File: src/rtl/csr_params.svh
// Constants of the charger status register bank: offsets, bit positions,
// reset values and serial-bus counts.
// Assumes inclusion by bare name from the rtl/ directory.
`ifndef CSR_PARAMS_SVH
`define CSR_PARAMS_SVH

// Register offsets on the serial control bus
`define CSR_OFS_SRC_CHG      8'h1C
`define CSR_OFS_OPT_THM      8'h1D
`define CSR_OFS_FET_TMR      8'h1E

// Reset value of every status register and of unmapped reads
`define CSR_RST_STATUS       8'h00

// Default 7-bit bus address; the value is arbitrary
`define CSR_DEV_ADDR         7'h2A

// Input source and charge register fields
`define CSR_POS_CHG_PHASE    5
`define CSR_POS_SRC_TYPE     1
`define CSR_POS_DETECT_DONE  0

// Optimizer, thermal and detection register fields
`define CSR_POS_OPT_STATE    6
`define CSR_POS_THERM_REG    2
`define CSR_POS_DATALINE     1
`define CSR_POS_CELL         0

// FET, ADC and timer register fields
`define CSR_POS_FET2         7
`define CSR_POS_FET1         6
`define CSR_POS_ADC_DONE     5
`define CSR_POS_MIN_SYS      4
`define CSR_POS_FAST_TMO     3
`define CSR_POS_TRICKLE_TMO  2
`define CSR_POS_PRE_TMO      1

// Synchroniser depth and bits in one bus byte
`define CSR_SYNC_STAGES      2
`define CSR_BYTE_BITS        4'h8

`endif

File: src/rtl/csr_pkg.sv
// Types of the charger status register bank.
// Assumes nothing beyond a SystemVerilog compiler.
`default_nettype none
package csr_pkg;

    // Detected input source type codes
    typedef enum logic [3:0] {
        CSR_SRC_NONE     = 4'h0,
        CSR_SRC_SDP      = 4'h1,
        CSR_SRC_CDP      = 4'h2,
        CSR_SRC_DCP      = 4'h3,
        CSR_SRC_HV_DEDICATED = 4'h4,
        CSR_SRC_UNKNOWN  = 4'h5,
        CSR_SRC_NONSTD   = 4'h6,
        CSR_SRC_OTG      = 4'h7,
        CSR_SRC_UNQUAL   = 4'h8,
        CSR_SRC_DIRECT   = 4'hB
    } csr_src_type_t;

    // Charge phase codes that matter here
    typedef enum logic [2:0] {
        CSR_PHASE_IDLE     = 3'h0,
        CSR_PHASE_TAPER    = 3'h4,
        CSR_PHASE_RSVD     = 3'h5,
        CSR_PHASE_TOPOFF   = 3'h6,
        CSR_PHASE_TERMDONE = 3'h7
    } csr_phase_t;

    // Input current optimizer states
    typedef enum logic [1:0] {
        CSR_OPT_DISABLED = 2'h0,
        CSR_OPT_RUNNING  = 2'h1,
        CSR_OPT_FOUND    = 2'h2,
        CSR_OPT_RSVD     = 2'h3
    } csr_opt_state_t;

    // Source conditions from converter, detection, ADC and timer logic
    typedef struct packed {
        logic [2:0] chargePhase;
        logic [3:0] sourceType;
        logic       portDetectDone;
        logic [1:0] optimizerState;
        logic       thermalReg;
        logic       datalineActive;
        logic       cellPresent;
        logic       fet2Fitted;
        logic       fet1Fitted;
        logic       adcDone;
        logic       adcOneShotMode;
        logic       minSysReg;
        logic       forwardMode;
        logic       fastTimeout;
        logic       trickleTimeout;
        logic       preTimeout;
        logic       otgMode;
        logic       batteryHot;
        logic       batteryCold;
    } csr_status_src_t;

    // Serial bus pins as seen after synchronisation
    typedef struct packed {
        logic scl;
        logic sda;
    } csr_bus_pins_t;

    // Serial slave states
    typedef enum logic [8:0] {
        CSR_ST_IDLE     = 9'h001,
        CSR_ST_ADDR     = 9'h002,
        CSR_ST_ADDR_ACK = 9'h004,
        CSR_ST_WBYTE    = 9'h008,
        CSR_ST_WACK     = 9'h010,
        CSR_ST_RDATA    = 9'h020,
        CSR_ST_RACK     = 9'h040,
        CSR_ST_WAIT     = 9'h080,
        CSR_ST_SPARE    = 9'h100
    } csr_state_t;

endpackage : csr_pkg
`default_nettype wire

File: src/rtl/csr_status_bank.sv
// Read-only charger status register bank behind a serial control bus
// slave (7-bit address, register pointer, auto-increment).
// Assumes source conditions are levels from other domains and that the
// bus master never stretches beyond the standard bus protocol.
`timescale 1ns/1ps
`default_nettype none
`include "csr_params.svh"

module csr_status_bank #(
    parameter logic [6:0] DEV_ADDR = `CSR_DEV_ADDR
) (
    // Clock and reset
    input  wire logic                     ref_clk,
    input  wire logic                     sys_rst,
    // Source conditions
    input  wire csr_pkg::csr_status_src_t statusIn,
    // Serial bus pins
    input  wire logic                     sclIn,
    input  wire logic                     sdaIn,
    output logic                          sdaOut,
    output logic                          sdaOeN
);

    generate
        if (DEV_ADDR == 7'h00) begin : gBadAddr
            $error("DEV_ADDR must not be the general call address");
        end
    endgenerate

    // Synchronised inputs
    csr_pkg::csr_status_src_t statusS;
    csr_pkg::csr_bus_pins_t   pinsS;

    csr_sync #(
        .WIDTH ($bits(csr_pkg::csr_status_src_t))
    ) uStatusSync (
        .ref_clk (ref_clk),
        .sys_rst (sys_rst),
        .asyncIn (statusIn),
        .syncOut (statusS)
    );

    csr_sync #(
        .WIDTH ($bits(csr_pkg::csr_bus_pins_t))
    ) uPinSync (
        .ref_clk (ref_clk),
        .sys_rst (sys_rst),
        .asyncIn ({sclIn, sdaIn}),
        .syncOut (pinsS)
    );

    // Status field filtering
    logic       srcCodeValid;
    logic       otgBattBlock;
    logic [3:0] srcCode;
    logic [2:0] phaseCode;
    logic [1:0] optCode;

    assign srcCodeValid = (statusS.sourceType <= 4'(csr_pkg::CSR_SRC_UNQUAL))
                        || (statusS.sourceType == 4'(csr_pkg::CSR_SRC_DIRECT));
    assign otgBattBlock = statusS.otgMode
                        & (statusS.batteryHot | statusS.batteryCold);
    assign srcCode      = (srcCodeValid && !otgBattBlock)
                        ? statusS.sourceType
                        : 4'(csr_pkg::CSR_SRC_NONE);
    assign phaseCode    = (statusS.chargePhase == 3'(csr_pkg::CSR_PHASE_RSVD))
                        ? 3'(csr_pkg::CSR_PHASE_IDLE)
                        : statusS.chargePhase;
    assign optCode      = (statusS.optimizerState
                           == 2'(csr_pkg::CSR_OPT_RSVD))
                        ? 2'(csr_pkg::CSR_OPT_DISABLED)
                        : statusS.optimizerState;

    // Register images; reserved bits stay zero
    logic [7:0] srcChgNext;
    logic [7:0] optThmNext;
    logic [7:0] fetTmrNext;

    always_comb begin
        srcChgNext = `CSR_RST_STATUS;
        srcChgNext[`CSR_POS_CHG_PHASE +: 3] = phaseCode;
        srcChgNext[`CSR_POS_SRC_TYPE +: 4]  = srcCode;
        srcChgNext[`CSR_POS_DETECT_DONE]    = statusS.portDetectDone;
    end

    always_comb begin
        optThmNext = `CSR_RST_STATUS;
        optThmNext[`CSR_POS_OPT_STATE +: 2] = optCode;
        optThmNext[`CSR_POS_THERM_REG]      = statusS.thermalReg;
        optThmNext[`CSR_POS_DATALINE]       = statusS.datalineActive;
        optThmNext[`CSR_POS_CELL]           = statusS.cellPresent;
    end

    always_comb begin
        fetTmrNext = `CSR_RST_STATUS;
        fetTmrNext[`CSR_POS_FET2]        = statusS.fet2Fitted;
        fetTmrNext[`CSR_POS_FET1]        = statusS.fet1Fitted;
        fetTmrNext[`CSR_POS_ADC_DONE]    = statusS.adcDone
                                         & statusS.adcOneShotMode;
        fetTmrNext[`CSR_POS_MIN_SYS]     = statusS.minSysReg
                                         & statusS.forwardMode;
        fetTmrNext[`CSR_POS_FAST_TMO]    = statusS.fastTimeout;
        fetTmrNext[`CSR_POS_TRICKLE_TMO] = statusS.trickleTimeout;
        fetTmrNext[`CSR_POS_PRE_TMO]     = statusS.preTimeout;
    end

    // Status registers follow their sources every cycle
    logic [7:0] srcChgReg;
    logic [7:0] optThmReg;
    logic [7:0] fetTmrReg;

    always_ff @(posedge ref_clk) begin
        if (sys_rst) begin
            srcChgReg <= `CSR_RST_STATUS;
            optThmReg <= `CSR_RST_STATUS;
            fetTmrReg <= `CSR_RST_STATUS;
        end else begin
            srcChgReg <= srcChgNext;
            optThmReg <= optThmNext;
            fetTmrReg <= fetTmrNext;
        end
    end

    // Bus edge and condition detection
    logic sclDReg;
    logic sdaDReg;
    logic sclRise;
    logic sclFall;
    logic startCond;
    logic stopCond;

    always_ff @(posedge ref_clk) begin
        if (sys_rst) begin
            sclDReg <= 1'b1;
            sdaDReg <= 1'b1;
        end else begin
            sclDReg <= pinsS.scl;
            sdaDReg <= pinsS.sda;
        end
    end

    assign sclRise   = pinsS.scl & ~sclDReg;
    assign sclFall   = ~pinsS.scl & sclDReg;
    assign startCond = pinsS.scl & sclDReg & sdaDReg & ~pinsS.sda;
    assign stopCond  = pinsS.scl & sclDReg & ~sdaDReg & pinsS.sda;

    // Slave state
    csr_pkg::csr_state_t stateReg;
    csr_pkg::csr_state_t stateNext;
    logic [3:0]          bitCntReg;
    logic [3:0]          bitCntNext;
    logic [7:0]          shiftReg;
    logic [7:0]          shiftNext;
    logic [7:0]          txReg;
    logic [7:0]          txNext;
    logic [7:0]          ptrReg;
    logic [7:0]          ptrNext;
    logic                rwReg;
    logic                rwNext;
    logic                havePtrReg;
    logic                havePtrNext;
    logic                nackReg;
    logic                nackNext;
    logic                oeNReg;
    logic                oeNNext;

    // Read decode; unmapped offsets read zero
    logic       hitSrcChg;
    logic       hitOptThm;
    logic       hitFetTmr;
    logic [7:0] readByte;
    logic       addrMatch;
    logic       byteDone;

    assign hitSrcChg = (ptrReg == `CSR_OFS_SRC_CHG);
    assign hitOptThm = (ptrReg == `CSR_OFS_OPT_THM);
    assign hitFetTmr = (ptrReg == `CSR_OFS_FET_TMR);
    assign readByte  = hitSrcChg ? srcChgReg
                     : hitOptThm ? optThmReg
                     : hitFetTmr ? fetTmrReg
                     : `CSR_RST_STATUS;
    assign addrMatch = (shiftReg[7:1] == DEV_ADDR);
    assign byteDone  = (bitCntReg == `CSR_BYTE_BITS);

    always_comb begin
        stateNext   = stateReg;
        bitCntNext  = bitCntReg;
        shiftNext   = shiftReg;
        txNext      = txReg;
        ptrNext     = ptrReg;
        rwNext      = rwReg;
        havePtrNext = havePtrReg;
        nackNext    = nackReg;
        oeNNext     = oeNReg;
        if (startCond) begin
            stateNext  = csr_pkg::CSR_ST_ADDR;
            bitCntNext = 4'h0;
            oeNNext    = 1'b1;
        end else if (stopCond) begin
            stateNext = csr_pkg::CSR_ST_IDLE;
            oeNNext   = 1'b1;
        end else begin
            case (stateReg)
                csr_pkg::CSR_ST_ADDR, csr_pkg::CSR_ST_WBYTE: begin
                    if (sclRise) begin
                        shiftNext  = {shiftReg[6:0], pinsS.sda};
                        bitCntNext = 4'(bitCntReg + 4'h1);
                    end else if (sclFall && byteDone) begin
                        if (stateReg == csr_pkg::CSR_ST_WBYTE) begin
                            oeNNext   = 1'b0;
                            stateNext = csr_pkg::CSR_ST_WACK;
                            // Data bytes are acknowledged and dropped
                            if (!havePtrReg) begin
                                ptrNext     = shiftReg;
                                havePtrNext = 1'b1;
                            end else begin
                                ptrNext = 8'(ptrReg + 8'h01);
                            end
                        end else if (addrMatch) begin
                            oeNNext   = 1'b0;
                            rwNext    = shiftReg[0];
                            stateNext = csr_pkg::CSR_ST_ADDR_ACK;
                        end else begin
                            stateNext = csr_pkg::CSR_ST_WAIT;
                        end
                    end
                end
                csr_pkg::CSR_ST_ADDR_ACK: begin
                    if (sclFall) begin
                        bitCntNext = 4'h0;
                        if (rwReg) begin
                            txNext    = readByte;
                            oeNNext   = readByte[7];
                            ptrNext   = 8'(ptrReg + 8'h01);
                            stateNext = csr_pkg::CSR_ST_RDATA;
                        end else begin
                            oeNNext     = 1'b1;
                            havePtrNext = 1'b0;
                            stateNext   = csr_pkg::CSR_ST_WBYTE;
                        end
                    end
                end
                csr_pkg::CSR_ST_WACK: begin
                    if (sclFall) begin
                        oeNNext    = 1'b1;
                        bitCntNext = 4'h0;
                        stateNext  = csr_pkg::CSR_ST_WBYTE;
                    end
                end
                csr_pkg::CSR_ST_RDATA: begin
                    if (sclRise) begin
                        bitCntNext = 4'(bitCntReg + 4'h1);
                    end else if (sclFall) begin
                        if (byteDone) begin
                            oeNNext   = 1'b1;
                            stateNext = csr_pkg::CSR_ST_RACK;
                        end else begin
                            txNext  = {txReg[6:0], 1'b0};
                            oeNNext = txReg[6];
                        end
                    end
                end
                csr_pkg::CSR_ST_RACK: begin
                    if (sclRise) begin
                        nackNext = pinsS.sda;
                    end else if (sclFall) begin
                        bitCntNext = 4'h0;
                        if (nackReg) begin
                            stateNext = csr_pkg::CSR_ST_WAIT;
                        end else begin
                            txNext    = readByte;
                            oeNNext   = readByte[7];
                            ptrNext   = 8'(ptrReg + 8'h01);
                            stateNext = csr_pkg::CSR_ST_RDATA;
                        end
                    end
                end
                csr_pkg::CSR_ST_IDLE, csr_pkg::CSR_ST_WAIT: begin
                    oeNNext = 1'b1;
                end
                default: begin
                    oeNNext   = 1'b1;
                    stateNext = csr_pkg::CSR_ST_IDLE;
                end
            endcase
        end
    end

    always_ff @(posedge ref_clk) begin
        if (sys_rst) begin
            stateReg   <= csr_pkg::CSR_ST_IDLE;
            bitCntReg  <= 4'h0;
            shiftReg   <= 8'h00;
            txReg      <= 8'h00;
            ptrReg     <= 8'h00;
            rwReg      <= 1'b0;
            havePtrReg <= 1'b0;
            nackReg    <= 1'b0;
            oeNReg     <= 1'b1;
        end else begin
            stateReg   <= stateNext;
            bitCntReg  <= bitCntNext;
            shiftReg   <= shiftNext;
            txReg      <= txNext;
            ptrReg     <= ptrNext;
            rwReg      <= rwNext;
            havePtrReg <= havePtrNext;
            nackReg    <= nackNext;
            oeNReg     <= oeNNext;
        end
    end

    // Open-drain pin: only ever pulled low
    assign sdaOut = 1'b0;
    assign sdaOeN = oeNReg;

endmodule : csr_status_bank
`default_nettype wire

File: src/rtl/csr_sync.sv
// Multi-bit level synchroniser, two flip-flops per bit.
// Assumes each bit is an independent level from outside ref_clk's domain.
`timescale 1ns/1ps
`default_nettype none
`include "csr_params.svh"

module csr_sync #(
    parameter int WIDTH = 1
) (
    // Clock and reset
    input  wire logic             ref_clk,
    input  wire logic             sys_rst,
    // Levels
    input  wire logic [WIDTH-1:0] asyncIn,
    output logic      [WIDTH-1:0] syncOut
);

    generate
        if (WIDTH < 1) begin : gBadWidth
            $error("csr_sync needs WIDTH of at least one");
        end
    endgenerate

    logic [WIDTH-1:0] stage1Reg;
    logic [WIDTH-1:0] stage2Reg;

    // First stage feeds only the second
    always_ff @(posedge ref_clk) begin
        if (sys_rst) begin
            stage1Reg <= '0;
            stage2Reg <= '0;
        end else begin
            stage1Reg <= asyncIn;
            stage2Reg <= stage1Reg;
        end
    end

    assign syncOut = stage2Reg;

endmodule : csr_sync
`default_nettype wire
File: config.mk
export PLATFORM = sky130hd
export DESIGN_NAME = csr_status_bank
export DESIGN_NICKNAME = d
export VERILOG_FILES = /design/src/rtl/csr_pkg.sv /design/src/rtl/csr_status_bank.sv /design/src/rtl/csr_sync.sv
export VERILOG_INCLUDE_DIRS = /design/src /design/src/rtl
export SDC_FILE = /design/constraint.sdc
export NUM_CORES = 1
export LEC_CHECK = 0
export ABC_AREA = 1
export BUFFER_PORTS_ARGS = -buffer_cell sky130_fd_sc_hd__buf_2
export CAP_MARGIN = 20
export CELL_PAD_IN_SITES_DETAIL_PLACEMENT = 1
export CELL_PAD_IN_SITES_GLOBAL_PLACEMENT = 1
export CORE_ASPECT_RATIO = 2
export CORE_MARGIN = 1.5
export CORE_UTILIZATION = 44
export DETAILED_ROUTE_END_ITERATION = 10
export GPL_ROUTABILITY_DRIVEN = 0
export PLACE_DENSITY_LB_ADDON = 0.1
export SETUP_SLACK_MARGIN = 0.05
export SYNTH_ARGS = -nofsm -noshare
export SYNTH_HDL_FRONTEND = slang
export SYNTH_SLANG_ARGS = --single-unit
File: constraint.sdc
create_clock -name ref_clk -period 1.63 [get_ports ref_clk]
set_input_delay 0.0815 -clock ref_clk [delete_from_list [all_inputs] [get_ports ref_clk]]
set_output_delay 0.0815 -clock ref_clk [all_outputs]
set_load 0.01 [all_outputs]
==> impl_metrics.ini <==
[flow_run]
maxCapViolCount = 0

[clock_network]
clock_path_buffers = 2
clk_pin_slew_ns = 0.06
cts_inserted_buffers = 17
cts.sinks = 115
clock_latency_ns = 0.42
cts_tree = done
clock-root-buffer = clkbuf_16
htreeDepth = 4

[worst_setup_path]
worstReg2RegStart = stateReg[7]$_SDFFE_PP0P_
critPathRequiredTime_ns = 1.93
cp-startpoint = stateReg[7]$_SDFFE_PP0P_
worst-setup-path-type = reg -> reg
crit_arrival_ns = 2.08
path_max_fanout = 7
endpoint_kind = flop
startpoint_type = flop

[timing]
setup_violations = 36
rsz0062_at_grt = true
clock-skew-final_ns = 0.01364
worstMarginPinSlew_ns = 0.7424
finalCriticalPeriod_ns = 1.777
timing.final.ws_setup_ns = -0.1472
whs_ns = 0.4023
hold_viol_final = 0
slew_headroom = 0.5051
period_share = 1.090
timing.fmax_mhz = 562.7
maxSlewViolCount = 0

[layout]
final_common_cell = nor2_1
utilization = 0.6350
area_growth_syn_to_layout_pct = 40.43
layout_common_cells = nor2_1, inv_1, nand2_1, dfxtp_1, buf_4
fin_cells = 1012
num-fill-cells = 1413
final_area_sq_um = 7167
diodes = 0
final_nets = 893
final_layout_size_suffix_gt1_frac = 0.3034

[pwr]
combPwrFrac = 0.273
netSwitchingFraction = 0.3419
p_switching_mw = 3.341
power.leakage_nw = 3.441
p_per_area_nw_per_um2 = 1364
intPower_mw = 6.432
clockPowerShare = 0.393
p_seq_frac = 0.333
peakVddDrop_mv = 1.246

[synth]
synth_compound_area_frac = 0.05099
synthAdderAreaFrac = 0.01471
ys_ff_latch = 115
synth_cells = 731
synth_xor_area_frac = 0.008581
mappedNetlistNets = 766
synth_warnings = 0
yosysSeqAreaShare = 0.4511
synth_top_family_by_area = simple AND/OR/NAND/NOR gates
synth_top_area_cell = dfxtp_1
synth_top_area_frac = 0.4511
yosys.cell_types.count = 35
ys_async_sr_fraction = 0
synthMuxAreaShare = 0
synthFlopType = dfxtp_1
syn_area_sq_um = 5104
avgSynthCellArea_sq_um = 6.982
synth-simple-area-share = 0.3557
yosys-top-cells-area = dfxtp_1, nor2_1, nand2_1
synth_edf_count = 0

[floorplanning]
dieWidth_um = 79.16
fp-row-count = 55
die_y_um = 155.3
core-area_sq_um = 11290
start_util = 0.4522
boundaryPins = 31
dieArea_sq_um = 12290

[global_route]
grt_max_degree = 75
overflow = 0
antenna_found_initial = 0
grt_pass1_wl_um = 27380
grt_usage = 0.2982
grt_pass1_vias = 5731

[outcome]
failed_checks = setup timing
status = complete, but fails checks

[place]
dp_slack_ns = -0.2595
place_area_sq_um = 5714
portBuffers = 29
hpwlAfterDp_um = 11010
dp.cells = 932

[drt]
first_pass_iters = 4
drc = 0
wire_per_inst_um = 18.17
ant_nets = 0
drtIter0Drc = 178
avgViaCountPerCell = 5.144
wirelength_um = 18390
vias = 5206

[worst_hold_path]
min_path_type = reg -> reg
min_from = uStatusSync.stage1Reg[8]$_SDFF_PP0_
## worst max-delay path: stages (launching register included)
cell	delay (ns)
dfxtp_4	0.36
nor2_4	0.16
nand2_4	0.12
nor2_4	0.16
nor2_4	0.09
nor2_4	0.24
nor2_4	0.11
nand2_4	0.13
clkinv_4	0.11
nor2_2	0.11
nor2_1	0.06
## per-layer routing
| layer | GRT usage | part of all wire | vias to the layer above | wire length [um] |
|---|---|---|---|---|
| met4 | 0.2005 | 0.072 | 0 | 1327 |
| met3 | 0.05337 | 0.022 | 84 | 408 |
| met1 | 0.2418 | 0.32 | 2519 | 5959 |
| met5 | 0 | 0 | - | 0 |
| met2 | 0.6060 | 0.58 | 134 | 10690 |
| li1 | - | - | 2469 | - |
## Yosys cell counts (4+ instances only)
cell type / n
a21oi_1: 19
buf_2: 5
clkbuf_1: 8
dfxtp_1: 115
ha_1: 6
inv_1: 129
inv_2: 7
nand2_1: 143
nand2_2: 8
nand2_4: 5
nand3_1: 44
nand3_2: 4
nand4_1: 16
nor2_1: 150
nor2_2: 6
nor2_4: 12
o21ai_0: 26
xor2_1: 5
## flip-flops by register name, summed over array words and instances (netlist names), 2 cells and up
name	count
uStatusSync.stage1Reg	25
uStatusSync.syncOut	25
ptrReg	8
shiftReg	8
srcChgReg	8
stateReg	8
fetTmrReg	7
txReg	7
optThmReg	5
bitCntReg	4
uPinSync.stage1Reg	2
uPinSync.syncOut	2
## repair_timing
item                                   CTS  global route
hold buffers                            28             0
pin swaps                               33            31
resized for setup                       75            65
setup endpoints to repair               36            38
setup buffers                           11            10
endpoints found under the hold margin   28             0
## through the flow
stage               setup TNS, ns  power (mW)
finish                     -2.261       9.773
CTS                       -0.5583       9.433
detailed placement         -4.531       5.241
floorplan                       0       4.606
global route               -5.370       10.18
global placement           -2.254       5.146
## power groups by stage
stage               sequential (mW)  clock (mW)  combinational [mW]
floorplan                      3.21           0                1.39
global placement               3.23           0                1.92
detailed placement             3.25           0                1.99
CTS                            3.24        3.88                2.31
global route                   3.27        4.01                2.90
finish                         3.26        3.84                2.67
## final cells by class
class / instances / area, sq um / share of cell area
well taps: 142 / 177.7 / 0.02479
clock buffers: 17 / 425.4 / 0.05936
clock inverters: 14 / 178.9 / 0.02497
inverters: 139 / 534.3 / 0.07455
multi-input cells: 460 / 2542 / 0.3547
repair buffers: 125 / 967.2 / 0.1350
flip-flops and latches: 115 / 2341 / 0.3266
## kinds of logic (layout without fill, tap and decap cells)
kind of cell	Yosys count	in the layout
other	1	1
flip-flops	115	115
buffers and inverters	156	295
AND/OR/NAND/NOR	398	398
adder cells (fa/ha/maj)	6	6
AO/OA/AOI/OAI	50	50
XOR/XNOR	5	5
## worst paths after layout
check,slack [ns],endpoint,cells past startpoint
max reg2reg,-0.15,ptrReg[0]$_SDFFE_PP0P_,10
min reg2reg,0.40,uStatusSync.syncOut[8]$_SDFF_PP0_,2
max,-0.15,ptrReg[0]$_SDFFE_PP0P_,10
min,0.40,uStatusSync.syncOut[8]$_SDFF_PP0_,2
Note: power is estimated with default switching activity, not from simulation.
